$ cat config.mk
export PLATFORM = sky130hd
export DESIGN_NAME = dacr_top
export DESIGN_NICKNAME = d
export VERILOG_FILES = /design/src/rtl/dacr_pkg.sv /design/src/rtl/dacr_shift_if.sv /design/src/rtl/dacr_pin_sync.sv /design/src/rtl/dacr_frame_shift.sv /design/src/rtl/dacr_top.sv
export SDC_FILE = /design/constraint.sdc
export NUM_CORES = 1
export LEC_CHECK = 0
export ABC_AREA = 1
export ABC_CLOCK_PERIOD_IN_PS = 2720
export BUFFER_PORTS_ARGS = -buffer_cell sky130_fd_sc_hd__buf_2
export CAP_MARGIN = 20
export CORE_MARGIN = 5
export CORE_UTILIZATION = 30
export CTS_BUF_LIST = sky130_fd_sc_hd__clkbuf_16
export CTS_CLUSTER_SIZE = 30
export DETAILED_ROUTE_END_ITERATION = 6
export PLACE_DENSITY = 0.54
export SYNTH_ARGS = -nofsm -noshare
export SYNTH_HDL_FRONTEND = slang
export SYNTH_SLANG_ARGS = --single-unit
$ cat constraint.sdc
create_clock -name ref_clk -period 2.72 [get_ports ref_clk]
set_input_delay 0.408 -clock ref_clk [delete_from_list [all_inputs] [get_ports ref_clk]]
set_output_delay 0.408 -clock ref_clk [all_outputs]
set_load 0.005 [all_outputs]
$ cat src/rtl/dacr_pkg.sv
// shared constants and types for the dual converter readout control
package dacr_pkg;
  // clock and timing
  localparam int CLK_PERIOD_NS = 10;
  localparam int STROBE_MIN_NS = 15;
  localparam int STROBE_MIN_CYC_I =
    (STROBE_MIN_NS + CLK_PERIOD_NS - 1) / CLK_PERIOD_NS;
  localparam logic [1:0] STROBE_MIN_CYC = 2'(STROBE_MIN_CYC_I);
  // frame layout
  localparam int RESULT_W = 16;
  localparam int FRAME_BITS = 20;
  localparam int DUAL_BITS = 40;
  localparam int FLAG_CH_POS = 19;
  localparam int FLAG_SIDE_POS = 18;
  localparam int RES_MSB_POS = 17;
  localparam int RES_LSB_POS = 2;
  localparam logic [1:0] FRAME_TAIL = 2'h0;
  // cycle counts on the external clock
  localparam logic [4:0] CONV_CYCLES = 5'h14;
  localparam logic [5:0] FRAME_XFER = 6'h14;
  localparam logic [5:0] DUAL_XFER = 6'h28;
  localparam logic [1:0] READ_VALID_EDGE = 2'h3;
  // synchroniser depth and pin group width
  localparam int SYNC_STAGES = 3;
  localparam int PIN_W = 7;
  // reset values
  localparam logic BUSY_RST = 1'b0;
  localparam logic B_OE_RST = 1'b1;
  localparam logic CH_RST = 1'b0;
  // conversion sequencer
  typedef enum logic [1:0] {
    DACR_IDLE = 2'b00,
    DACR_PEND = 2'b01,
    DACR_ARM = 2'b10,
    DACR_RUN = 2'b11
  } dacr_conv_state_t;
endpackage : dacr_pkg

$ cat src/rtl/dacr_shift_if.sv
// carrier between the sequencer and one serial frame shifter
interface dacr_shift_if #(parameter int W = 20);
  logic load;
  logic shift;
  logic [W-1:0] word;
  logic ser_bit;
  modport ctrl (output load, output shift, output word, input ser_bit);
  modport unit (input load, input shift, input word, output ser_bit);
endinterface : dacr_shift_if

$ cat src/rtl/dacr_pin_sync.sv
// three-stage pin synchroniser with agreement filter
module dacr_pin_sync #(
  parameter int W = 1
) (
  input wire logic ref_clk,
  input wire logic resetn,
  input wire logic [W-1:0] pin_in,
  output logic [W-1:0] pin_lvl
);
  logic [W-1:0] s1_ff;
  logic [W-1:0] s2_ff;
  logic [W-1:0] s3_ff;
  logic [W-1:0] lvl_ff;

  if (W < 1) $error("pin group width must be at least one");

  // first stage feeds only the second one
  always_ff @(posedge ref_clk)
  begin
    if (!resetn)
    begin
      s1_ff <= '0;
      s2_ff <= '0;
      s3_ff <= '0;
    end
    else
    begin
      s1_ff <= pin_in;
      s2_ff <= s1_ff;
      s3_ff <= s2_ff;
    end
  end

  // a change counts once stages two and three agree
  always_ff @(posedge ref_clk)
  begin
    if (!resetn)
      lvl_ff <= '0;
    else
      lvl_ff <= (s2_ff & s3_ff) | (lvl_ff & (s2_ff | s3_ff));
  end

  assign pin_lvl = lvl_ff;
endmodule : dacr_pin_sync

$ cat src/rtl/dacr_frame_shift.sv
// msb-first frame shifter, zero fill behind the frame
module dacr_frame_shift #(
  parameter int W = 20
) (
  input wire logic ref_clk,
  input wire logic resetn,
  dacr_shift_if.unit sh
);
  logic [W-1:0] sreg_ff;

  if (W < 2) $error("shifter width must be at least two");

  // load wins over shift; the line idles low after the frame
  always_ff @(posedge ref_clk)
  begin
    if (!resetn)
      sreg_ff <= '0;
    else if (sh.load)
      sreg_ff <= sh.word;
    else if (sh.shift)
      sreg_ff <= {sreg_ff[W-2:0], 1'b0};
  end

  assign sh.ser_bit = sreg_ff[W-1];
endmodule : dacr_frame_shift

$ cat src/rtl/dacr_top.sv
// conversion sequencing and serial readout of the dual converter

// Summary of operation
// mode one: pair member from select line, data on both outputs
// host holds the start strobe high at least 15 ns
// host avoids raising the strobe near a falling clock edge
// a conversion takes twenty external clock cycles
// strobe puts sampler in hold at once; busy high whole conversion
// falling edge of cycle one latches pair member for next conversion
// host holds chip select low for the strobes to act
// frame: member flag, side flag, sixteen result bits, two zeros
// mode one sends both leading flags as zero
// mode two: both results on output a over forty cycles, b floats
// with output select high the second strobe is ignored
// mode three alternates pair members, ignores select, both outputs
// mode four alternates, output a only, b floats after a conversion
// data valid from third rising clock edge after read strobe rises
// strobe before a falling edge starts conversion at next rising edge
// host may tie start and read strobes together
// output bits change after rising edges, stable at falling edges
module dacr_top #(
  parameter int RESULT_W = dacr_pkg::RESULT_W
) (
  input wire logic ref_clk,
  input wire logic resetn,
  input wire logic ext_clk,
  input wire logic conversion_start_strobe,
  input wire logic read_strobe,
  input wire logic chip_select_n,
  input wire logic channel_count_select,
  input wire logic output_port_select,
  input wire logic pair_member_select,
  input wire logic [RESULT_W-1:0] result_a_in,
  input wire logic [RESULT_W-1:0] result_b_in,
  output logic busy,
  output logic sample_hold,
  output logic serial_a,
  output logic serial_b,
  output logic serial_b_oe
);
  if (RESULT_W != dacr_pkg::RESULT_W)
    $error("frame layout serves sixteen-bit results only");

  logic [dacr_pkg::PIN_W-1:0] pins_lvl;
  logic clk_lvl;
  logic stb_lvl;
  logic rd_lvl;
  logic csn_lvl;
  logic alt_lvl;
  logic dual_lvl;
  logic a0_lvl;
  logic clk_prev_ff;
  logic rise;
  logic fall;
  logic [1:0] stb_cnt_ff;
  logic stb_take;
  logic ignore;
  dacr_pkg::dacr_conv_state_t state_ff;
  logic [4:0] conv_cnt_ff;
  logic busy_ff;
  logic hold_ff;
  logic conv_end;
  logic next_ch_ff;
  logic cur_ch_ff;
  logic res_ch_ff;
  logic [RESULT_W-1:0] res_a_ff;
  logic [RESULT_W-1:0] res_b_ff;
  logic b_oe_ff;
  logic rd_prev_ff;
  logic rd_rise;
  logic rd_arm_ff;
  logic [1:0] rd_cnt_ff;
  logic load;
  logic xfer_act_ff;
  logic xfer_dual_ff;
  logic [5:0] xfer_cnt_ff;
  logic [dacr_pkg::FRAME_BITS-1:0] frame_a;
  logic [dacr_pkg::FRAME_BITS-1:0] frame_b;

  dacr_shift_if #(.W(dacr_pkg::DUAL_BITS)) sa_if ();
  dacr_shift_if #(.W(dacr_pkg::FRAME_BITS)) sb_if ();

  // every host pin crosses into ref_clk here
  dacr_pin_sync #(.W(dacr_pkg::PIN_W)) u_sync (
    .ref_clk(ref_clk),
    .resetn(resetn),
    .pin_in({ext_clk, conversion_start_strobe, read_strobe, chip_select_n,
             channel_count_select, output_port_select,
             pair_member_select}),
    .pin_lvl(pins_lvl)
  );

  assign {clk_lvl, stb_lvl, rd_lvl, csn_lvl, alt_lvl, dual_lvl, a0_lvl} =
    pins_lvl;

  // external clock edges seen in ref_clk
  always_ff @(posedge ref_clk)
  begin
    if (!resetn)
      clk_prev_ff <= 1'b0;
    else
      clk_prev_ff <= clk_lvl;
  end

  assign rise = clk_lvl & ~clk_prev_ff;
  assign fall = ~clk_lvl & clk_prev_ff;

  // strobe must stay high the minimum time with chip select low
  always_ff @(posedge ref_clk)
  begin
    if (!resetn)
      stb_cnt_ff <= 2'h0;
    else if (!stb_lvl || csn_lvl)
      stb_cnt_ff <= 2'h0;
    else if (stb_cnt_ff != dacr_pkg::STROBE_MIN_CYC)
      stb_cnt_ff <= stb_cnt_ff + 2'h1;
  end

  // one pulse per qualified strobe; a short pulse is dropped
  assign stb_take = stb_lvl && !csn_lvl &&
    (stb_cnt_ff == dacr_pkg::STROBE_MIN_CYC - 2'h1);

  // dual output holds off strobes until its transfer is done
  assign ignore = dual_lvl && xfer_act_ff;

  assign conv_end = (state_ff == dacr_pkg::DACR_RUN) && rise &&
    (conv_cnt_ff == dacr_pkg::CONV_CYCLES);

  // conversion sequencer: strobe, falling edge, rising edge, run
  always_ff @(posedge ref_clk)
  begin
    if (!resetn)
    begin
      state_ff <= dacr_pkg::DACR_IDLE;
      conv_cnt_ff <= 5'h0;
    end
    else
    begin
      case (state_ff)
        dacr_pkg::DACR_IDLE:
          if (stb_take && !ignore)
            state_ff <= dacr_pkg::DACR_PEND;
        dacr_pkg::DACR_PEND:
          if (fall)
            state_ff <= dacr_pkg::DACR_ARM;
        dacr_pkg::DACR_ARM:
          if (rise)
          begin
            state_ff <= dacr_pkg::DACR_RUN;
            conv_cnt_ff <= 5'h1;
          end
        dacr_pkg::DACR_RUN:
          if (conv_end)
          begin
            state_ff <= dacr_pkg::DACR_IDLE;
            conv_cnt_ff <= 5'h0;
          end
          else if (rise)
            conv_cnt_ff <= conv_cnt_ff + 5'h1;
        default:
          state_ff <= dacr_pkg::DACR_IDLE;
      endcase
    end
  end

  // hold and busy rise with the strobe, without waiting for a clock edge
  always_ff @(posedge ref_clk)
  begin
    if (!resetn)
    begin
      busy_ff <= dacr_pkg::BUSY_RST;
      hold_ff <= dacr_pkg::BUSY_RST;
    end
    else if (state_ff == dacr_pkg::DACR_IDLE && stb_take && !ignore)
    begin
      busy_ff <= 1'b1;
      hold_ff <= 1'b1;
    end
    else if (conv_end)
    begin
      busy_ff <= 1'b0;
      hold_ff <= 1'b0;
    end
  end

  // pair member: latched in cycle one, or alternating in auto mode
  always_ff @(posedge ref_clk)
  begin
    if (!resetn)
    begin
      next_ch_ff <= dacr_pkg::CH_RST;
      cur_ch_ff <= dacr_pkg::CH_RST;
    end
    else
    begin
      if (state_ff == dacr_pkg::DACR_RUN && fall && conv_cnt_ff == 5'h1)
        next_ch_ff <= a0_lvl;
      if (state_ff == dacr_pkg::DACR_ARM && rise)
        cur_ch_ff <= alt_lvl ? ~cur_ch_ff : next_ch_ff;
    end
  end

  // results taken at the end of the conversion, sent on the next read
  always_ff @(posedge ref_clk)
  begin
    if (!resetn)
    begin
      res_a_ff <= '0;
      res_b_ff <= '0;
      res_ch_ff <= dacr_pkg::CH_RST;
    end
    else if (conv_end)
    begin
      res_a_ff <= result_a_in;
      res_b_ff <= result_b_in;
      res_ch_ff <= cur_ch_ff;
    end
  end

  // output b floats only after a conversion completes in dual mode
  always_ff @(posedge ref_clk)
  begin
    if (!resetn)
      b_oe_ff <= dacr_pkg::B_OE_RST;
    else if (!dual_lvl)
      b_oe_ff <= 1'b1;
    else if (conv_end)
      b_oe_ff <= 1'b0;
  end

  // read strobe edge, qualified by chip select
  always_ff @(posedge ref_clk)
  begin
    if (!resetn)
      rd_prev_ff <= 1'b0;
    else
      rd_prev_ff <= rd_lvl && !csn_lvl;
  end

  assign rd_rise = rd_lvl && !csn_lvl && !rd_prev_ff;

  // count rising clock edges after the read strobe
  always_ff @(posedge ref_clk)
  begin
    if (!resetn)
    begin
      rd_arm_ff <= 1'b0;
      rd_cnt_ff <= 2'h0;
    end
    else if (rd_rise && !ignore)
    begin
      rd_arm_ff <= 1'b1;
      rd_cnt_ff <= 2'h0;
    end
    else if (load)
      rd_arm_ff <= 1'b0;
    else if (rd_arm_ff && rise)
      rd_cnt_ff <= rd_cnt_ff + 2'h1;
  end

  assign load = rd_arm_ff && rise &&
    (rd_cnt_ff == dacr_pkg::READ_VALID_EDGE - 2'h1);

  // flags: member flag in auto modes, side flag in dual mode
  assign frame_a = {alt_lvl & res_ch_ff, 1'b0, res_a_ff,
                    dacr_pkg::FRAME_TAIL};
  assign frame_b = {alt_lvl & res_ch_ff, dual_lvl, res_b_ff,
                    dacr_pkg::FRAME_TAIL};

  // transfer length: one frame, or both frames in turn on output a
  always_ff @(posedge ref_clk)
  begin
    if (!resetn)
    begin
      xfer_act_ff <= 1'b0;
      xfer_dual_ff <= 1'b0;
      xfer_cnt_ff <= 6'h0;
    end
    else if (load)
    begin
      xfer_act_ff <= 1'b1;
      xfer_dual_ff <= dual_lvl;
      xfer_cnt_ff <= 6'h1;
    end
    else if (xfer_act_ff && rise)
    begin
      if (xfer_cnt_ff == (xfer_dual_ff ? dacr_pkg::DUAL_XFER
                                       : dacr_pkg::FRAME_XFER))
        xfer_act_ff <= 1'b0;
      xfer_cnt_ff <= xfer_cnt_ff + 6'h1;
    end
  end

  // shifters move right after a rising edge; host samples on falling
  assign sa_if.load = load;
  assign sa_if.shift = xfer_act_ff && rise && !load;
  assign sa_if.word = dual_lvl ? {frame_a, frame_b}
                               : {frame_a, {dacr_pkg::FRAME_BITS{1'b0}}};
  assign sb_if.load = load;
  assign sb_if.shift = xfer_act_ff && rise && !load;
  assign sb_if.word = frame_b;

  dacr_frame_shift #(.W(dacr_pkg::DUAL_BITS)) u_shift_a (
    .ref_clk(ref_clk),
    .resetn(resetn),
    .sh(sa_if.unit)
  );

  dacr_frame_shift #(.W(dacr_pkg::FRAME_BITS)) u_shift_b (
    .ref_clk(ref_clk),
    .resetn(resetn),
    .sh(sb_if.unit)
  );

  // all outputs come from registers
  assign busy = busy_ff;
  assign sample_hold = hold_ff;
  assign serial_a = sa_if.ser_bit;
  assign serial_b = sb_if.ser_bit;
  assign serial_b_oe = b_oe_ff;
endmodule : dacr_top

==> metrics list, run 1 <==
- Summed over all layers, the routed wires come to 12600 um.
* Number of global-route vias before repair: 4508
- CTS max path bufs: 2
- Subtracting the final worst setup slack from the clock period gives 1.90 ns.
- Die outline height: 148 um
* Number of vias per cell after detailed routing: 4.59
- Pin count of the biggest net entering global routing: 68
- Starting density of the core: 30.5%
- By startpoint and endpoint, the worst setup path is classified as register to register.
* Number of placed instances, taps included: 998
- The detail route stage leaves a number of antenna-violating nets equal to 0.
- Arr. time, crit path: 2.22 ns
* Power per cell area: 698 mW/mm^2
- Clock-pin slew was measured on the worst setup and hold paths at 0.06 ns.
- Setup repair after global routing missed its margin: no
- IR analysis of the VDD net gives a maximum drop of 445 uV.
- The tightest min-delay check is of the primary input to register type.
- Summing every instance area after synthesis gives 0.00570 sq mm.
- The final max-slew violation count is 0.
- Of all cell types, the one taking the most synthesized area is sky130_fd_sc_hd__dfxtp_1.
* Distinct cell type count after synthesis: 31
* Final non-filler cell total: 1029
- The worst register-to-register path has a depth of 8.
- Between clock sinks in the finished design, the worst skew comes to 0.00692 ns.
- Counting flops and latches in the post-synthesis netlist gives 143.
- After routing, the total negative slack on setup checks comes to 0 ns.
- Final setup violating endpoints: 0
- H-tree lvl count: 4
- The number of hold buffers added after CTS was 0.
- GRT Total Usage: 12.1%
- When the netlist entered floorplanning its net count stood at 800.
* Worst hold path cell count: 3
* Max-capacitance violation count: 0
* 1st-iter DRT viols: 277
- During I/O placement, the number of pins put on the boundary was 46.
- Worst-Skew Late Latency: 0.42 ns
- The Yosys step of the flow raised 0 warnings.
* Commonest non-fill, non-tap cells in the layout: sky130_fd_sc_hd__nand2_1, sky130_fd_sc_hd__dfxtp_1, sky130_fd_sc_hd__inv_1, sky130_fd_sc_hd__o21ai_0, sky130_fd_sc_hd__a21oi_1
- Counting every instance in the synthesized netlist gives 747.
- Number of iterations in the first detailed-routing pass: 4
- After detailed routing, the average wire length per cell comes to 12.3 um.
* Outcome: completed
* Placer congestion estimate: 0.748
* Nets: 836
- In the routed design, unresolved DRC markers number 0.
- Peak clock frequency supported by timing: 528 MHz
- Overall overflow remaining after global route: 0
- After synthesis, the largest area contributor takes up 50.2% of total cell area.
* Top fanout value on the critical path: 32
- Clock buffer count from CTS: 17
- Initial antenna violation count: 0
- Post-Synthesis Mean Instance Area: 7.63 sq um
- Critical path capture point type: register
- The number of gates resized after CTS was 0.
- TritonCTS built the clock tree.
* Share of synthesized area occupied by flip-flops and latches: 50.2%
* Sum of net half-perimeters after detailed placement: 8100 um
* Share of the clock period used by the worst path: 69.7%
- The first global-routing pass estimated 21500 um of wire.
- Clock tree synthesis selected as its root buffer the cell sky130_fd_sc_hd__clkbuf_16.
- Critical Path RT: 3.05 ns
* Top area cells in the synthesized netlist: sky130_fd_sc_hd__dfxtp_1, sky130_fd_sc_hd__nand2_1, sky130_fd_sc_hd__o21ai_0
- Total clock sinks: 143
- Post-CTS setup-driven buffer insertion count: 0
* Core region area: 0.0187 sq mm
- Relative area change from synthesis to final layout: 17.8%
- For the pin with the worst max-slew slack, the measured transition is 0.934 ns.
- After filler insertion, the fill cell instance count of the layout stands at 1955.
- Category of the worst setup path launch point: register
* Leak: 2.74 nW
- Number of standard-cell rows in the floorplan: 50
- The number of failing hold endpoints at the final stage was 0.
* Most common cell after layout, fill and taps aside: sky130_fd_sc_hd__nand2_1
* Count of input and output buffers: 45
* Die Footprint: 0.0219 sq mm
- The repair_antennas step left the layout with diodes totalling 0.
* Via count: 4724
- X dimension of the die: 148 um
- Max transition margin: 37.6%
- The post-route netlist has 12.2% of its cells at a drive strength greater than 1.
cell usage after synthesis:
| library cell | number |
|---|---|
| sky130_fd_sc_hd__nor2_8 | 1 |
| sky130_fd_sc_hd__nor2_4 | 1 |
| sky130_fd_sc_hd__a31oi_1 | 17 |
| sky130_fd_sc_hd__nor3_1 | 6 |
| sky130_fd_sc_hd__nand3_4 | 1 |
| sky130_fd_sc_hd__nand4_1 | 6 |
| sky130_fd_sc_hd__inv_1 | 80 |
| sky130_fd_sc_hd__dfxtp_1 | 143 |
| sky130_fd_sc_hd__buf_2 | 14 |
| sky130_fd_sc_hd__buf_1 | 3 |
| sky130_fd_sc_hd__a211oi_1 | 17 |
| sky130_fd_sc_hd__nor2_1 | 50 |
| sky130_fd_sc_hd__nor2_2 | 2 |
| sky130_fd_sc_hd__ha_1 | 12 |
| sky130_fd_sc_hd__o21ai_0 | 63 |
| sky130_fd_sc_hd__o21a_1 | 1 |
| sky130_fd_sc_hd__o211ai_1 | 4 |
| sky130_fd_sc_hd__inv_2 | 3 |
| sky130_fd_sc_hd__nand2_1 | 206 |
| sky130_fd_sc_hd__o22ai_1 | 12 |
| sky130_fd_sc_hd__xor2_1 | 4 |
| sky130_fd_sc_hd__a21oi_1 | 59 |
| sky130_fd_sc_hd__nand2_2 | 2 |
| sky130_fd_sc_hd__buf_4 | 4 |
| sky130_fd_sc_hd__nand3_1 | 11 |
| sky130_fd_sc_hd__or2_2 | 2 |
| sky130_fd_sc_hd__clkbuf_1 | 17 |
| sky130_fd_sc_hd__buf_6 | 1 |
| sky130_fd_sc_hd__clkbuf_2 | 1 |
| sky130_fd_sc_hd__nor4_1 | 1 |
| sky130_fd_sc_hd__o21ai_1 | 3 |
worst max-delay path, cell delays in order (launching register included):
cell and delay (ns):
sky130_fd_sc_hd__dfxtp_1 0.39, sky130_fd_sc_hd__inv_1 0.08, sky130_fd_sc_hd__ha_1 0.20, sky130_fd_sc_hd__nand2_1 0.06, sky130_fd_sc_hd__nor2_1 0.06, sky130_fd_sc_hd__nand2_2 0.33
sky130_fd_sc_hd__buf_4 0.42, sky130_fd_sc_hd__nor2_1 0.07, sky130_fd_sc_hd__a211oi_1 0.17
routing by layer:
layer	vias to the layer above	routed length, um	part of all wire, %	global-route usage [%]
li1	2481	-	-	-
met1	2163	6130	49	15.2
met2	59	5790	46	19.3
met3	21	431	3.4	3.56
met4	0	268	2.1	5.08
met5	-	0	0	0
where the power goes:
group          internal [mW]  switching (mW)
Clock                   1.51           0.872
Combinational         0.0654           0.108
Sequential              2.12          0.0142
stage by stage:
| stage | worst slack (ns) | power [mW] | utilization [%] | hold slack, ns | area (sq um) |
|---|---|---|---|---|---|
| 2_1_floorplan | 1.37 | 2.28 | - | 0.390 | 5700 |
| 3_3_place_gp | 0.801 | 2.35 | 32.7 | 0.392 | 6120 |
| 3_5_place_dp | 0.798 | 2.35 | 32.7 | 0.398 | 6120 |
| 4_1_cts | 0.779 | 4.75 | 35.9 | 0.147 | 6720 |
| 5_1_grt | 0.616 | 4.87 | 35.9 | 0.150 | 6720 |
| 6_report | 0.825 | 4.69 | 35.9 | 0.166 | 6720 |
sequential cells by signal, indices dropped and copies added, names as in the netlist, 5 cells and up:
signal             cells
u_sync.s2_ff           7
conv_cnt_ff            5
u_shift_b.sreg_ff     18
res_a_ff              16
xfer_cnt_ff            6
u_sync.s3_ff           7
u_shift_a.sreg_ff     38
u_sync.s1_ff           7
res_b_ff              16
u_sync.pin_lvl         7
kinds of logic after synthesis:
logic type,share of synthesized area [%]
AOI/OAI and AO/OA,17.1
DFF,50.2
and+or+nand+nor,20.6
xor gates and xnor gates,0.615
adders and majority gates,2.63
buffers and inverters,8.83
worst paths after layout:
check | from | endpoint | slack [ns]
setup / recovery | conv_cnt_ff[0] | res_b_ff[3] | 0.82
hold reg to reg | u_sync.s1_ff[5] | u_sync.s2_ff[5] | 0.41
hold / removal | read_strobe | u_sync.s1_ff[4] | 0.17
setup reg to reg | conv_cnt_ff[0] | res_b_ff[3] | 0.82
cell type report:
type | count | area [sq um] | share of cell area [%]
inverters | 83 | 312 | 4.64
clock inverters | 14 | 175 | 2.61
clock buffers | 17 | 425 | 6.33
flip-flops and latches | 143 | 2860 | 42.6
multi-input cells | 481 | 2330 | 34.7
well taps | 234 | 293 | 4.36
repair buffers | 57 | 315 | 4.69
No activity file was read; power rests on OpenSTA's default activity.
==> inputs of run 2 (changes only) <==
ABC_CLOCK_PERIOD_IN_PS = 1700   (was 2720)
PLACE_DENSITY = 0.55   (was 0.54)
clock period = 1.7 ns   (was 2.72 ns; I/O delays follow)
==> run 2 against run 1 <==
  * Final cell count increased by 0.97%
  * Routed wire length decreased by 1.1%
  * Sequential power increased by 60%
  * Largest cell class unchanged
  * Clock power increased by 47%
  * Register-to-register slack got worse by 0.63 ns
  * Power increased by 53%
  * Via count decreased by 0.57%
  * First-iteration DRC count increased by 2.9%
  * Non-clock buffer count increased by 9
  * Critical path type unchanged
  * Clock skew increased by 0.0044 ns
==> metrics list, run 2 (synthesis results as in run 1) <==
- Commonest non-fill, non-tap cells in the layout: sky130_fd_sc_hd__nand2_1, sky130_fd_sc_hd__dfxtp_1, sky130_fd_sc_hd__inv_1, sky130_fd_sc_hd__o21ai_0, sky130_fd_sc_hd__a21oi_1
- Max-cap violations in this run came to 0.
- Placed instance area: 0.00625 sq mm
- Setup violations remaining at the end of the flow were counted as 0.
* Slowest-stage cell, CP: sky130_fd_sc_hd__dfxtp_1
* Placer congestion estimate: 0.764
- Traced cell by cell, the critical path runs through inv_2 -> nor2_8 -> nand3_4 -> buf_12 -> nor2_4 -> buf_12 -> nand2_1 -> a21oi_1.
* Share of final-layout standard cells stronger than drive strength 1: 13.0%
- Relative area change from synthesis to final layout: 19.5%
* Most common cell after layout, fill and taps aside: sky130_fd_sc_hd__nand2_1
- STA puts the critical path data required time at 2.04 ns.
- The final layout contains 845 nets.
- CTS max path bufs: 2
- Final non-filler cell total: 1039
* H-tree lvl count: 4
* Setup CP Type: register to register
- Number of placed instances, taps included: 1007
* X dimension of the die: 148 um
- Along the worst path, the maximum fanout reaches 34.
* Final total negative setup slack: 0 ns
- For this block, the via count after detailed routing is 4697.
- Transition time at the pin with the least slew margin: 0.391 ns
* Top flop regs: u_shift_a.sreg_ff: 38 flops, u_shift_b.sreg_ff: 18 flops
- Overall overflow remaining after global route: 0
- Clock latency on the worst-skew pair, taken at its later pin, is 0.42 ns.
- Total clock sinks: 143
- For this design the ratio of total power to cell area is 1060 mW/mm^2.
- Number of vias per cell after detailed routing: 4.52
- For this run, the slowest stage of the critical path takes 0.39 ns.
- The first TritonRoute pass finished after 5 iterations.
- Finished layout cell area: 0.00681 sq mm
* Clock buffer count from CTS: 17
- Top reg by flops: u_shift_a.sreg_ff
- 1st-iter DRT viols: 285
- Clock-pin slew was measured on the worst setup and hold paths at 0.06 ns.
- Critical path's most frequent cell: sky130_fd_sc_hd__buf_12
* Largest register FFs: 38
- Detailed placement ended at an HPWL of 8220 um.
* Pin count of the biggest net entering global routing: 35
- After layout, the minimum clock period comes to 1.50 ns.
* Starting density of the core: 30.5%
* Worst IR Drop VDD: 675 uV
- Global routing consumed, over all layers together, 11.8% of the routing resources.
- Detail Route Antenna Nets: 0
- The run finished with clean final reports.
* Final wirelength: 12500 um
- In this run the vertical extent of the chip is 148 um.
* Critical path capture point type: register
* Count of input and output buffers: 45
- After floorplanning, the core was sized to cover 0.0187 sq mm.
* Worst min-delay path class: primary input to register
- Max transition margin: 73.8%
- The number of antenna violations at the first check in global routing came to 0.
- The filler cells instantiated in the layout total 1913.
- For this design the static power due to leakage is 2.79 nW.
* Number of standard-cell rows in the floorplan: 50
- Category of the worst setup path launch point: register
- Routed wirelength normalized by instance count: 12.0 um
* Arr. time, crit path: 1.84 ns
* CTS tree: yes
- Number of global-route vias before repair: 4380
- Pin placement for this block handled 46 I/O pins.
- # diodes: 0
- Die Footprint: 0.0219 sq mm
* Share of the clock period used by the worst path: 88.3%
- Peak clock frequency supported by timing: 666 MHz
* WP buf/inv: 3
* DRC: 0
- The first global-routing pass estimated 21100 um of wire.
- Buffer type at the clock tree root: sky130_fd_sc_hd__clkbuf_16
* Setup repair after global routing missed its margin: no
- Across the routed clock network, the largest skew measured is 0.0113 ns.
- The number of failing hold endpoints at the final stage is 0.
- On the critical path the largest part of the delay comes from simple AND/OR/NAND/NOR gates.
- Count of pins over their slew limit: 0
[run 2: changes by cell type in the layout (fill, tap and decap cells not counted), sizes merged]
cell / before / now
buf: 57 / 66
bufinv: 4 / 2
inv: 86 / 88
clkinv: 5 / 6
[run 2: area by class of cell]
type	count	area (sq um)	area share (%)
clock buffers	17	425	6.25
clock inverters	15	131	1.93
inverters	83	314	4.61
multi-input cells	481	2330	34.3
flip-flops and latches	143	2860	42.0
well taps	234	293	4.30
repair buffers	66	449	6.60
[run 2: routing by layer]
layer / GRT usage (%) / share of wire, % / vias up
li1: - / - / 2513
met1: 15.9 / 52 / 2103
met2: 18.2 / 44 / 64
met3: 2.85 / 2.8 / 17
met4: 4.80 / 1.6 / 0
met5: 0 / 0 / -
[run 2: timing repair]
item                                    4_1_cts  5_1_grt
hold buffers                                  0        0
endpoints found under the setup margin        0        6
resized for setup                             0        3
buffers inserted                              0        0
hold endpoints to repair                      0        0
[run 2: worst paths after layout]
check / startpoint / cells past startpoint / slack (ns) / endpoint
worst max-delay path: u_sync.pin_lvl[6] / 8 / 0.20 / u_shift_a.sreg_ff[7]
worst min-delay path: chip_select_n / 3 / 0.02 / u_sync.s1_ff[3]
worst max register to register: u_sync.pin_lvl[6] / 8 / 0.20 / u_shift_a.sreg_ff[7]
worst min register to register: u_sync.s1_ff[6] / 2 / 0.41 / u_sync.s2_ff[6]
[run 2: tightest hold or removal path, cell delays in order]
cell                      delay [ns]
sky130_fd_sc_hd__buf_2          0.07
sky130_fd_sc_hd__nand2_1        0.04
sky130_fd_sc_hd__inv_1          0.04
[run 2: report_power, final]
group          total, mW  internal (mW)  switching (mW)  leakage [nW]
clock network       3.50           2.12            1.38         0.285
registers           3.41           3.39          0.0209          1.16
logic              0.284          0.112           0.172          1.34
total               7.19           5.62            1.57          2.79
[run 2: per-stage QoR]
step                      worst slack [ns]  power [mW]  util, %  hold slack [ns]
final                                0.199        7.19     36.4           0.0188
after global routing              0.000582        7.46     36.4           0.0208
after global placement               0.216        3.77     33.4            0.393
after CTS                            0.172        7.29     36.4          0.00199
after detailed placement             0.178        3.77     33.4            0.396
after floorplan                      0.349        3.65        -            0.353
